--- src/core/setpoint_pkg.sv ---
// constants for the setpoint selection and start control block
// What this block does
// combined setpoint is selector one output plus selector two output
// separate source selectors for speed and positioning, picked by operating type
// code 0 zero, code 1 analog input zero, code 2 analog input one
// codes 3..6 serial link, slave reference, fieldbus, sequencer
// code 7 travel table, code 8 fixed value
// code 9 minimum value, code 10 maximum value
// code 11 comm module, code 12 settings port
// all setpoints signed and confined to -32764..+32764
// location codes 0 none, 1 terminal, 2 keypad; terminal is default
// location codes 3 serial, 4 fieldbus, 5 comm module, 6 sequencer; 7 settings port, which starts nothing
// commander sets release 10 ms before start, safe stop inactive
// edge mode starts only on a low-to-high start transition
// edge mode ignores a start already high at power-up
// level mode starts whenever start is high, also after power-up
// auto-start off selects edge mode, on selects level mode; default off
// auto-start restarts after mains-on and after permitted error reset
// terminal start from run request, run right or run left; run right and run left set direction
// virtual start with auto-start starts on release alone
// keypad takeover sets location and channel one to keypad, disables channel two
// host session switches location to serial, session end restores previous
// host link loss keeps serial location until changed explicitly
// sequencer control sets location to sequencer code
// sum saturates to setpoint range instead of wrapping
// start requests from non-selected locations are ignored
package setpoint_pkg;
	localparam int SP_W = 16;
	localparam int SUM_W = 17;
	localparam logic signed [SP_W-1:0] SP_MAX = 16'sh7FFC;
	localparam logic signed [SP_W-1:0] SP_MIN = -16'sh7FFC;
	localparam int SRC_W = 4;
	localparam int NSRC = 13;
	localparam int LOC_W = 3;
	localparam int NLOC = 8;

	// source selector codes
	localparam logic [SRC_W-1:0] SRC_ZERO = 4'h0;
	localparam logic [SRC_W-1:0] SRC_ANA0 = 4'h1;
	localparam logic [SRC_W-1:0] SRC_ANA1 = 4'h2;
	localparam logic [SRC_W-1:0] SRC_SERIAL = 4'h3;
	localparam logic [SRC_W-1:0] SRC_SLAVE = 4'h4;
	localparam logic [SRC_W-1:0] SRC_FIELDBUS = 4'h5;
	localparam logic [SRC_W-1:0] SRC_SEQ = 4'h6;
	localparam logic [SRC_W-1:0] SRC_TABLE = 4'h7;
	localparam logic [SRC_W-1:0] SRC_FIXED = 4'h8;
	localparam logic [SRC_W-1:0] SRC_MIN = 4'h9;
	localparam logic [SRC_W-1:0] SRC_MAX = 4'hA;
	localparam logic [SRC_W-1:0] SRC_COMM = 4'hB;
	localparam logic [SRC_W-1:0] SRC_SETTINGS = 4'hC;

	// control location codes
	localparam logic [LOC_W-1:0] LOC_NONE = 3'h0;
	localparam logic [LOC_W-1:0] LOC_TERMINAL = 3'h1;
	localparam logic [LOC_W-1:0] LOC_KEYPAD = 3'h2;
	localparam logic [LOC_W-1:0] LOC_HOST_LINK = 3'h3;
	localparam logic [LOC_W-1:0] LOC_FIELDBUS = 3'h4;
	localparam logic [LOC_W-1:0] LOC_COMM_MODULE = 3'h5;
	localparam logic [LOC_W-1:0] LOC_SEQUENCER = 3'h6;
	localparam logic [LOC_W-1:0] LOC_SETTINGS_PORT = 3'h7;

	// register byte addresses
	localparam logic [7:0] ADDR_CONTROL = 8'h00;
	localparam logic [7:0] ADDR_LOCATION = 8'h04;
	localparam logic [7:0] ADDR_SPEED_SRC = 8'h08;
	localparam logic [7:0] ADDR_POS_SRC = 8'h0C;
	localparam logic [7:0] ADDR_STATUS = 8'h10;
	localparam logic [7:0] ADDR_SETPOINTS = 8'h14;

	// control register fields
	localparam int CTRL_AUTO_BIT = 0;
	localparam int CTRL_VIRTUAL_BIT = 1;
	localparam int CTRL_CH2_OFF_BIT = 2;
	// source register fields: channel one low nibble, channel two next
	localparam int SRC1_LSB = 0;
	localparam int SRC2_LSB = 4;
	// status register fields
	localparam int STAT_ACTIVE_BIT = 0;
	localparam int STAT_LEFT_BIT = 1;
	localparam int STAT_RELEASE_BIT = 2;
	localparam int STAT_SESSION_BIT = 3;
	localparam int STAT_LOC_LSB = 4;

	localparam logic [SRC_W-1:0] SPEED_SRC1_RESET = SRC_ANA0;
	localparam logic [SRC_W-1:0] SPEED_SRC2_RESET = SRC_ZERO;
	localparam logic [SRC_W-1:0] POS_SRC1_RESET = SRC_ANA0;
	localparam logic [SRC_W-1:0] POS_SRC2_RESET = SRC_ZERO;

	localparam logic [1:0] RESP_OKAY = 2'b00;
	localparam logic [1:0] RESP_SLVERR = 2'b10;

	// release lead time
	localparam int CLK_HZ = 10_000_000;
	localparam int RELEASE_LEAD_MS = 10;
	localparam int RELEASE_LEAD_CYCLES = (RELEASE_LEAD_MS * CLK_HZ + 999) / 1000;
	localparam int REL_CNT_W = 20;
endpackage : setpoint_pkg

--- src/core/setpoint_start_ctrl.sv ---
// setpoint channel selection, summing and start evaluation with AXI4-Lite registers
//
// The address map and the AXI4-Lite interface to the registers were decided locally.
`timescale 1ns/10ps
module setpoint_start_ctrl #(
	parameter int RELEASE_CYCLES = setpoint_pkg::RELEASE_LEAD_CYCLES
) (
	input  wire logic                              CLK_IN,
	input  wire logic                              RESET_IN,
	input  wire logic                              CE_IN,
	input  wire logic                              POSITION_MODE_IN,
	input  wire logic signed [setpoint_pkg::SP_W-1:0] ANALOG_INPUT_ZERO_IN,
	input  wire logic signed [setpoint_pkg::SP_W-1:0] ANALOG_INPUT_ONE_IN,
	input  wire logic signed [setpoint_pkg::SP_W-1:0] SERIAL_LINK_SOURCE_IN,
	input  wire logic signed [setpoint_pkg::SP_W-1:0] SLAVE_REFERENCE_SOURCE_IN,
	input  wire logic signed [setpoint_pkg::SP_W-1:0] FIELDBUS_SOURCE_IN,
	input  wire logic signed [setpoint_pkg::SP_W-1:0] SEQUENCER_SOURCE_IN,
	input  wire logic signed [setpoint_pkg::SP_W-1:0] TRAVEL_TABLE_SOURCE_IN,
	input  wire logic signed [setpoint_pkg::SP_W-1:0] FIXED_VALUE_SOURCE_IN,
	input  wire logic signed [setpoint_pkg::SP_W-1:0] MINIMUM_VALUE_SOURCE_IN,
	input  wire logic signed [setpoint_pkg::SP_W-1:0] MAXIMUM_VALUE_SOURCE_IN,
	input  wire logic signed [setpoint_pkg::SP_W-1:0] COMM_MODULE_SOURCE_IN,
	input  wire logic signed [setpoint_pkg::SP_W-1:0] SETTINGS_PORT_SOURCE_IN,
	input  wire logic signed [setpoint_pkg::SP_W-1:0] KEYPAD_SOURCE_IN,
	input  wire logic [setpoint_pkg::NLOC-1:0]     START_REQ_IN,
	input  wire logic                              RUN_RIGHT_INPUT_IN,
	input  wire logic                              RUN_LEFT_INPUT_IN,
	input  wire logic                              POWER_STAGE_RELEASE_IN,
	input  wire logic                              SAFE_STOP_IN,
	input  wire logic                              ERROR_IN,
	input  wire logic                              ERROR_RESET_IN,
	input  wire logic                              ERROR_RESTART_OK_IN,
	input  wire logic                              KEYPAD_TAKEOVER_IN,
	input  wire logic                              KEYPAD_RELEASE_IN,
	input  wire logic                              HOST_SESSION_START_IN,
	input  wire logic                              HOST_SESSION_END_IN,
	input  wire logic                              SEQUENCER_TAKEOVER_IN,
	output logic signed [setpoint_pkg::SP_W-1:0]   SELECTOR_ONE_OUT,
	output logic signed [setpoint_pkg::SP_W-1:0]   SELECTOR_TWO_OUT,
	output logic signed [setpoint_pkg::SP_W-1:0]   COMBINED_SETPOINT_OUT,
	output logic                                   CONTROL_ACTIVE_OUT,
	output logic                                   DIRECTION_LEFT_OUT,
	input  wire logic [7:0]                        AWADDR,
	input  wire logic                              AWVALID,
	output logic                                   AWREADY,
	input  wire logic [31:0]                       WDATA,
	input  wire logic [3:0]                        WSTRB,
	input  wire logic                              WVALID,
	output logic                                   WREADY,
	output logic [1:0]                             BRESP,
	output logic                                   BVALID,
	input  wire logic                              BREADY,
	input  wire logic [7:0]                        ARADDR,
	input  wire logic                              ARVALID,
	output logic                                   ARREADY,
	output logic [31:0]                            RDATA,
	output logic [1:0]                             RRESP,
	output logic                                   RVALID,
	input  wire logic                              RREADY
);
	import setpoint_pkg::*;

	typedef logic signed [SP_W-1:0] sp_t;

	logic             auto_start_reg;
	logic             virtual_start_reg;
	logic             ch2_off_reg;
	logic [LOC_W-1:0] location_reg;
	logic [LOC_W-1:0] saved_location_reg;
	logic             session_reg;
	logic [SRC_W-1:0] speed_src1_reg;
	logic [SRC_W-1:0] speed_src2_reg;
	logic [SRC_W-1:0] pos_src1_reg;
	logic [SRC_W-1:0] pos_src2_reg;
	logic             keypad_sel_reg;
	logic [REL_CNT_W-1:0] release_cnt_reg;
	logic             release_ok_reg;
	logic             start_prev_reg;
	logic             restart_block_reg;
	logic             aw_held_reg;
	logic             w_held_reg;
	logic [7:0]       aw_addr_reg;
	logic [31:0]      w_data_reg;
	logic [3:0]       w_strb_reg;

	sp_t              src_vec [NSRC];
	sp_t              sel_one;
	sp_t              sel_two;
	logic [SRC_W-1:0] code_one;
	logic [SRC_W-1:0] code_two;
	logic signed [SUM_W-1:0] sum_wide;
	sp_t              sum_sat;
	logic             start_level;
	logic             start_go;
	logic             permit;
	logic             wr_fire;
	logic             wr_hit;
	logic [31:0]      rd_word;
	logic             rd_hit;

	// selected inputs outside the range are pulled in before summing
	function automatic sp_t clamp_sp(input sp_t v);
		if (v > SP_MAX) begin
			return SP_MAX;
		end else if (v < SP_MIN) begin
			return SP_MIN;
		end
		return v;
	endfunction : clamp_sp

	assign src_vec[SRC_ZERO]     = '0;
	assign src_vec[SRC_ANA0]     = ANALOG_INPUT_ZERO_IN;
	assign src_vec[SRC_ANA1]     = ANALOG_INPUT_ONE_IN;
	assign src_vec[SRC_SERIAL]   = SERIAL_LINK_SOURCE_IN;
	assign src_vec[SRC_SLAVE]    = SLAVE_REFERENCE_SOURCE_IN;
	assign src_vec[SRC_FIELDBUS] = FIELDBUS_SOURCE_IN;
	assign src_vec[SRC_SEQ]      = SEQUENCER_SOURCE_IN;
	assign src_vec[SRC_TABLE]    = TRAVEL_TABLE_SOURCE_IN;
	assign src_vec[SRC_FIXED]    = FIXED_VALUE_SOURCE_IN;
	assign src_vec[SRC_MIN]      = MINIMUM_VALUE_SOURCE_IN;
	assign src_vec[SRC_MAX]      = MAXIMUM_VALUE_SOURCE_IN;
	assign src_vec[SRC_COMM]     = COMM_MODULE_SOURCE_IN;
	assign src_vec[SRC_SETTINGS] = SETTINGS_PORT_SOURCE_IN;

	// operating type picks which selector pair is live
	assign code_one = POSITION_MODE_IN ? pos_src1_reg : speed_src1_reg;
	assign code_two = POSITION_MODE_IN ? pos_src2_reg : speed_src2_reg;

	always_comb begin
		// codes 13..15 are unused and behave as zero
		sel_one = '0;
		sel_two = '0;
		if (keypad_sel_reg) begin
			sel_one = clamp_sp(KEYPAD_SOURCE_IN);
		end else if (code_one < SRC_W'(NSRC)) begin
			sel_one = clamp_sp(src_vec[code_one]);
		end
		if (!keypad_sel_reg && !ch2_off_reg && code_two < SRC_W'(NSRC)) begin
			sel_two = clamp_sp(src_vec[code_two]);
		end
	end

	assign sum_wide = SUM_W'(sel_one) + SUM_W'(sel_two);
	always_comb begin
		if (sum_wide > SUM_W'(SP_MAX)) begin
			sum_sat = SP_MAX;
		end else if (sum_wide < SUM_W'(SP_MIN)) begin
			sum_sat = SP_MIN;
		end else begin
			sum_sat = sum_wide[SP_W-1:0];
		end
	end

	always_ff @(posedge CLK_IN) begin
		if (RESET_IN) begin
			SELECTOR_ONE_OUT      <= '0;
			SELECTOR_TWO_OUT      <= '0;
			COMBINED_SETPOINT_OUT <= '0;
		end else if (CE_IN) begin
			SELECTOR_ONE_OUT      <= sel_one;
			SELECTOR_TWO_OUT      <= sel_two;
			COMBINED_SETPOINT_OUT <= sum_sat;
		end
	end

	// release must stand for the lead time before a start counts
	always_ff @(posedge CLK_IN) begin
		if (RESET_IN) begin
			release_cnt_reg <= '0;
			release_ok_reg  <= 1'b0;
		end else if (CE_IN) begin
			if (!POWER_STAGE_RELEASE_IN) begin
				release_cnt_reg <= '0;
				release_ok_reg  <= 1'b0;
			end else if (release_cnt_reg >= REL_CNT_W'(RELEASE_CYCLES - 1)) begin
				release_ok_reg <= 1'b1;
			end else begin
				release_cnt_reg <= release_cnt_reg + 1'b1;
			end
		end
	end

	// only the selected location feeds the start evaluation
	always_comb begin
		start_level = 1'b0;
		case (location_reg)
			LOC_TERMINAL: begin
				start_level = START_REQ_IN[LOC_TERMINAL] | RUN_RIGHT_INPUT_IN
					| RUN_LEFT_INPUT_IN;
				if (virtual_start_reg && auto_start_reg) begin
					start_level = 1'b1;
				end
			end
			LOC_NONE, LOC_SETTINGS_PORT: start_level = 1'b0;
			default: start_level = START_REQ_IN[location_reg];
		endcase
	end

	assign permit   = release_ok_reg && !SAFE_STOP_IN && !ERROR_IN;
	assign start_go = auto_start_reg ? (start_level && !restart_block_reg)
		: (start_level && !start_prev_reg);

	always_ff @(posedge CLK_IN) begin
		if (RESET_IN) begin
			// held high so a start already present after power-up is no edge
			start_prev_reg    <= 1'b1;
			restart_block_reg <= 1'b0;
		end else if (CE_IN) begin
			start_prev_reg <= start_level;
			// reset without restart leave keeps auto start off until start drops
			if (ERROR_RESET_IN && !ERROR_RESTART_OK_IN) begin
				restart_block_reg <= 1'b1;
			end else if (!start_level) begin
				restart_block_reg <= 1'b0;
			end
		end
	end

	always_ff @(posedge CLK_IN) begin
		if (RESET_IN) begin
			CONTROL_ACTIVE_OUT <= 1'b0;
		end else if (CE_IN) begin
			if (!permit || !start_level) begin
				CONTROL_ACTIVE_OUT <= 1'b0;
			end else if (start_go) begin
				CONTROL_ACTIVE_OUT <= 1'b1;
			end
		end
	end

	always_ff @(posedge CLK_IN) begin
		if (RESET_IN) begin
			DIRECTION_LEFT_OUT <= 1'b0;
		end else if (CE_IN && location_reg == LOC_TERMINAL) begin
			if (RUN_LEFT_INPUT_IN && !RUN_RIGHT_INPUT_IN) begin
				DIRECTION_LEFT_OUT <= 1'b1;
			end else if (RUN_RIGHT_INPUT_IN && !RUN_LEFT_INPUT_IN) begin
				DIRECTION_LEFT_OUT <= 1'b0;
			end
		end
	end

	// register write path; address and data may come in either order
	assign wr_fire = aw_held_reg && w_held_reg && !BVALID;
	assign wr_hit  = wr_fire && w_strb_reg[0];

	always_ff @(posedge CLK_IN) begin
		if (RESET_IN) begin
			aw_held_reg <= 1'b0;
			w_held_reg  <= 1'b0;
			aw_addr_reg <= '0;
			w_data_reg  <= '0;
			w_strb_reg  <= '0;
			AWREADY     <= 1'b0;
			WREADY      <= 1'b0;
			BVALID      <= 1'b0;
			BRESP       <= RESP_OKAY;
		end else if (CE_IN) begin
			AWREADY <= !aw_held_reg && !AWREADY && !BVALID;
			WREADY  <= !w_held_reg && !WREADY && !BVALID;
			if (AWVALID && AWREADY) begin
				aw_held_reg <= 1'b1;
				aw_addr_reg <= AWADDR;
			end
			if (WVALID && WREADY) begin
				w_held_reg <= 1'b1;
				w_data_reg <= WDATA;
				w_strb_reg <= WSTRB;
			end
			if (wr_fire) begin
				aw_held_reg <= 1'b0;
				w_held_reg  <= 1'b0;
				BVALID      <= 1'b1;
				BRESP       <= (aw_addr_reg <= ADDR_POS_SRC) ? RESP_OKAY : RESP_SLVERR;
			end else if (BVALID && BREADY) begin
				BVALID <= 1'b0;
			end
		end
	end

	always_ff @(posedge CLK_IN) begin
		if (RESET_IN) begin
			auto_start_reg    <= 1'b0;
			virtual_start_reg <= 1'b0;
			ch2_off_reg       <= 1'b0;
			speed_src1_reg    <= SPEED_SRC1_RESET;
			speed_src2_reg    <= SPEED_SRC2_RESET;
			pos_src1_reg      <= POS_SRC1_RESET;
			pos_src2_reg      <= POS_SRC2_RESET;
		end else if (CE_IN) begin
			if (KEYPAD_TAKEOVER_IN) begin
				ch2_off_reg <= 1'b1;
			end else if (wr_hit) begin
				case (aw_addr_reg)
					ADDR_CONTROL: begin
						auto_start_reg    <= w_data_reg[CTRL_AUTO_BIT];
						virtual_start_reg <= w_data_reg[CTRL_VIRTUAL_BIT];
						ch2_off_reg       <= w_data_reg[CTRL_CH2_OFF_BIT];
					end
					ADDR_SPEED_SRC: begin
						speed_src1_reg <= w_data_reg[SRC1_LSB +: SRC_W];
						speed_src2_reg <= w_data_reg[SRC2_LSB +: SRC_W];
					end
					ADDR_POS_SRC: begin
						pos_src1_reg <= w_data_reg[SRC1_LSB +: SRC_W];
						pos_src2_reg <= w_data_reg[SRC2_LSB +: SRC_W];
					end
					default: ;
				endcase
			end
		end
	end

	// location: takeovers beat software writes
	always_ff @(posedge CLK_IN) begin
		if (RESET_IN) begin
			location_reg       <= LOC_TERMINAL;
			saved_location_reg <= LOC_TERMINAL;
			session_reg        <= 1'b0;
			keypad_sel_reg     <= 1'b0;
		end else if (CE_IN) begin
			if (KEYPAD_TAKEOVER_IN) begin
				location_reg   <= LOC_KEYPAD;
				keypad_sel_reg <= 1'b1;
			end else if (HOST_SESSION_START_IN && !session_reg) begin
				saved_location_reg <= location_reg;
				location_reg       <= LOC_HOST_LINK;
				session_reg        <= 1'b1;
			end else if (HOST_SESSION_END_IN && session_reg) begin
				location_reg <= saved_location_reg;
				session_reg  <= 1'b0;
			end else if (SEQUENCER_TAKEOVER_IN) begin
				location_reg <= LOC_SEQUENCER;
			end else if (wr_hit && aw_addr_reg == ADDR_LOCATION) begin
				// a lost host link leaves serial in place until written here
				location_reg <= w_data_reg[LOC_W-1:0];
				session_reg  <= 1'b0;
			end
			if (KEYPAD_RELEASE_IN && !KEYPAD_TAKEOVER_IN) begin
				keypad_sel_reg <= 1'b0;
			end
		end
	end

	// read path
	always_comb begin
		rd_word = '0;
		rd_hit  = 1'b1;
		case (ARADDR)
			ADDR_CONTROL: begin
				rd_word[CTRL_AUTO_BIT]    = auto_start_reg;
				rd_word[CTRL_VIRTUAL_BIT] = virtual_start_reg;
				rd_word[CTRL_CH2_OFF_BIT] = ch2_off_reg;
			end
			ADDR_LOCATION: rd_word[LOC_W-1:0] = location_reg;
			ADDR_SPEED_SRC: begin
				rd_word[SRC1_LSB +: SRC_W] = speed_src1_reg;
				rd_word[SRC2_LSB +: SRC_W] = speed_src2_reg;
			end
			ADDR_POS_SRC: begin
				rd_word[SRC1_LSB +: SRC_W] = pos_src1_reg;
				rd_word[SRC2_LSB +: SRC_W] = pos_src2_reg;
			end
			ADDR_STATUS: begin
				rd_word[STAT_ACTIVE_BIT]  = CONTROL_ACTIVE_OUT;
				rd_word[STAT_LEFT_BIT]    = DIRECTION_LEFT_OUT;
				rd_word[STAT_RELEASE_BIT] = release_ok_reg;
				rd_word[STAT_SESSION_BIT] = session_reg;
				rd_word[STAT_LOC_LSB +: LOC_W] = location_reg;
			end
			ADDR_SETPOINTS: begin
				rd_word[SP_W-1:0]  = COMBINED_SETPOINT_OUT;
				rd_word[31:SP_W]   = SELECTOR_ONE_OUT;
			end
			default: rd_hit = 1'b0;
		endcase
	end

	always_ff @(posedge CLK_IN) begin
		if (RESET_IN) begin
			ARREADY <= 1'b0;
			RVALID  <= 1'b0;
			RDATA   <= '0;
			RRESP   <= RESP_OKAY;
		end else if (CE_IN) begin
			ARREADY <= !ARREADY && !RVALID && ARVALID;
			if (ARVALID && ARREADY) begin
				RVALID <= 1'b1;
				RDATA  <= rd_word;
				RRESP  <= rd_hit ? RESP_OKAY : RESP_SLVERR;
			end else if (RVALID && RREADY) begin
				RVALID <= 1'b0;
			end
		end
	end
endmodule : setpoint_start_ctrl

--- config.mk ---
export PLATFORM = sky130hd
export DESIGN_NAME = setpoint_start_ctrl
export DESIGN_NICKNAME = d
export VERILOG_FILES = /design/src/core/setpoint_pkg.sv /design/src/core/setpoint_start_ctrl.sv
export SDC_FILE = /design/constraint.sdc
export NUM_CORES = 1
export LEC_CHECK = 0
export ABC_AREA = 0
export BUFFER_PORTS_ARGS = -buffer_cell sky130_fd_sc_hd__buf_2
export CORE_UTILIZATION = 50
export CTS_BUF_LIST = sky130_fd_sc_hd__clkbuf_2 sky130_fd_sc_hd__clkbuf_4 sky130_fd_sc_hd__clkbuf_8
export DETAILED_ROUTE_END_ITERATION = 8
export GPL_ROUTABILITY_DRIVEN = 1
export PLACE_DENSITY = 0.78
export SYNTH_ARGS = -nofsm -noshare
export SYNTH_HDL_FRONTEND = slang
export SYNTH_SLANG_ARGS = --single-unit
export TNS_END_PERCENT = 1
--- constraint.sdc ---
create_clock -name CLK_IN -period 5.7 [get_ports CLK_IN]
set_input_delay 0.57 -clock CLK_IN [delete_from_list [all_inputs] [get_ports CLK_IN]]
set_output_delay 0.57 -clock CLK_IN [all_outputs]
set_load 0.05 [all_outputs]
==> impl_metrics.ini <==
[logic_synthesis]
synthCells = 1733
yosys_most_used_dff = dfxtp_1
synth_edf_count = 0
synth.distinct_cells = 106
ys_ff_latch = 158
synth_top_area_share = 0.244
synth.area.top_cells = dfxtp_1 (24%), nor2_1 (6.6%), mux2i_1 (6.3%)
synthArstFlopShare = 0
syn_area_per_cell_sq_um = 7.48
synth_seq_area_share = 0.244
synth_area_leader_cell = dfxtp_1
netlist_area_sq_mm = 0.0130
yosysWarnings = 0

[critical_path]
critPathCaptureType = flop
reg2reg_slack_ns = 0.06
crit_type = reg2reg
timing.rr.end = COMBINED_SETPOINT_OUT[2]$_SDFFE_PP0P_
cp.required_ns = 6.06
critPathLaunchType = flop
r2r_cells = 23
arrival_ns = 6.00
worstReg2RegStart = speed_src1_reg[3]$_SDFFE_PP0P_
crit_fanout = 11

[floorplan]
initial_core_util = 0.512
fp-row-count = 58
die_x_microns = 163
dieArea_sq_mm = 0.0266
die_h_microns = 163
core_sq_mm = 0.0253
boundaryPins = 380

[min_path]
whs_path_depth = 3
hold_path_class = in2reg
hp-start = WDATA[1]
min_to = w_data_reg[1]$_SDFFE_PP0P_

[cells_and_area]
num-fill-cells = 2176
multi_input_area_sq_mm = 0.00917
final_cells = 2586
syn_to_final_growth_pct = 33.4
final_cell_mix = buf_2 (347), buf_4 (245), nor2_1 (229)
nNetsFinal = 2547
drive_gt1_frac = 0.332
final_common_cell = buf_2
finalInstanceArea_sq_mm = 0.0173
seqCellArea_sq_mm = 0.00319
largest_register_ffs = 32

[global_routing]
antenna_found_initial = 3
globalRouteTotalUtil = 0.433
overflow = 0
grt_start_max_net_pins = 76
grt_pass1_vias = 15213
grt_pass1_wl_microns = 88000

[power_and_ir_drop]
powerDensity_mw_per_mm2 = 166
irDropWorstVdd_mv = 0.139
power.leakage_nw = 7.85

[run_status]
status = complete, no violations

[cts]
cts_tree = yes
clk_latency_ns = 0.48
cts_max_path_buffers = 2
htree_levels = 4
path_clk_slew_ns = 0.11
cts_buffers = 17
root_buffer = clkbuf_8
postCtsHoldBufs = 0
cts_sinks = 158

[place]
hpwlAfterDp_microns = 46200
io_buffers = 348
placedInstanceArea_sq_mm = 0.0164
place_inst = 2529
place_congestion = 1.04

[timing]
worst-slew-pin-transition_ns = 1.27
period_minus_slack_ns = 5.64
fmax_mhz = 177
hold_viol = 0
setup_viol = 0
maxSlewHeadroom = 0.144
finClkSkew_ns = 0.0160
period_share = 0.990
maxSlewViolCount = 0

[detailed_routing]
wirelength_microns = 59500
vias_per_cell = 6.45
postRouteAntennaNets = 0
drc_errors = 0
firstDrtPassIters = 6
vias = 16669
wire_per_inst_microns = 23.0
first_iter_violations = 2535

[job]
drv_cap = 0
cell families after synthesis:
kind of cell,after synthesis,synth area share
buf+inv,164,0.0631
compound gates,569,0.307
flops,158,0.244
fa+ha+maj,19,0.0189
xor+xnor,25,0.0175
other cells,1,0.000289
simple gates,686,0.254
mux,111,0.0955
area by class of cell:
type,instances,share of cell area
Multi-Input combinational cell,1413,0.531
Timing Repair Buffer,612,0.226
Sequential cell,158,0.185
Tap cell,330,0.0239
Clock buffer,17,0.0135
Clock inverter,15,0.0125
Inverter,37,0.00804
Antenna cell,4,0.000579
what timing repair did:
action | in CTS | in global routing
endpoints found under the setup margin | 13 | 14
setup buffers | 3 | 15
gates resized for setup | 17 | 44
pin swaps | 3 | 11
gates cloned | 1 | 2
Yosys cell counts, types with 18 or more instances:
master    number
a21oi_1      123
nand2_1      199
a22oi_1       36
nand2b_1      33
a211oi_1      24
nor2_1       229
o211ai_1      24
dfxtp_1      158
mux2i_1       81
o21ai_0       88
inv_1         36
clkbuf_1      54
o22ai_1       50
ha_1          18
buf_2         41
nor2b_1       51
a21o_1        26
nor3_1        33
through the flow:
step | setup TNS, ns | hold slack [ns] | power (W) | util | setup slack (ns)
final | 0 | 0.320 | 0.00287 | 0.682 | 0.0589
after CTS | 0 | 0.310 | 0.00283 | 0.668 | 0.0415
after detailed placement | -6.52 | 0.430 | 0.00190 | 0.647 | -0.564
after global routing | -1.33 | 0.305 | 0.00295 | 0.682 | -0.131
after floorplan | 0 | 0.415 | 0.00158 | - | 0.417
after global placement | -4.70 | 0.424 | 0.00189 | 0.647 | -0.433
power breakdown:
part	leakage (nW)	internal (W)	switching (W)	total, W
clock	0.222	0.000421	0.000529	0.000951
sequential	1.29	0.00113	0.0000383	0.00117
combinational	6.34	0.000285	0.000457	0.000742
worst max-delay path: stages (launching register included):
cell and delay [ns]:
dfxtp_1 0.42, or3b_1 0.44, a21oi_1 0.21, buf_6 0.22
a32oi_1 0.15, buf_4 0.18, o211ai_1 0.22, buf_4 0.21
and4bb_1 0.20, a21oi_1 0.08, and2_1 0.16, a21o_1 0.19
ha_1 0.23, fa_2 0.36, a21o_1 0.20, a221o_2 0.44
a2111oi_4 0.38, nor3_1 0.10, xor2_1 0.16, buf_4 0.15
a41o_1 0.25, a2bb2oi_1 0.16, buf_4 0.15, o31a_1 0.23
metal layers:
| metal | GRT usage | routed length [microns] | up-vias |
|---|---|---|---|
| met5 | 0 | 0 | - |
| met1 | 0.554 | 23100 | 7787 |
| li1 | - | - | 7443 |
| met4 | 0.207 | 3110 | 0 |
| met3 | 0.109 | 7520 | 229 |
| met2 | 0.678 | 25700 | 1210 |
worst max path at each step:
| stage | start | endpoint | slack (ns) | depth (start not counted) |
|---|---|---|---|---|
| after detailed placement | POSITION_MODE_IN | COMBINED_SETPOINT_OUT[0]$_SDFFE_PP0P_ | -0.56 | 24 |
| after global routing | POSITION_MODE_IN | COMBINED_SETPOINT_OUT[2]$_SDFFE_PP0P_ | -0.13 | 24 |
| after global placement | POSITION_MODE_IN | COMBINED_SETPOINT_OUT[1]$_SDFFE_PP0P_ | -0.43 | 22 |
| after floorplan | POSITION_MODE_IN | COMBINED_SETPOINT_OUT[2]$_SDFFE_PP0P_ | 0.42 | 23 |
| after CTS | pos_src1_reg[0]$_SDFFE_PP1P_ | COMBINED_SETPOINT_OUT[2]$_SDFFE_PP0P_ | 0.04 | 23 |
| final | speed_src1_reg[3]$_SDFFE_PP0P_ | COMBINED_SETPOINT_OUT[2]$_SDFFE_PP0P_ | 0.06 | 23 |
No activity file was read; power rests on OpenSTA's default activity.
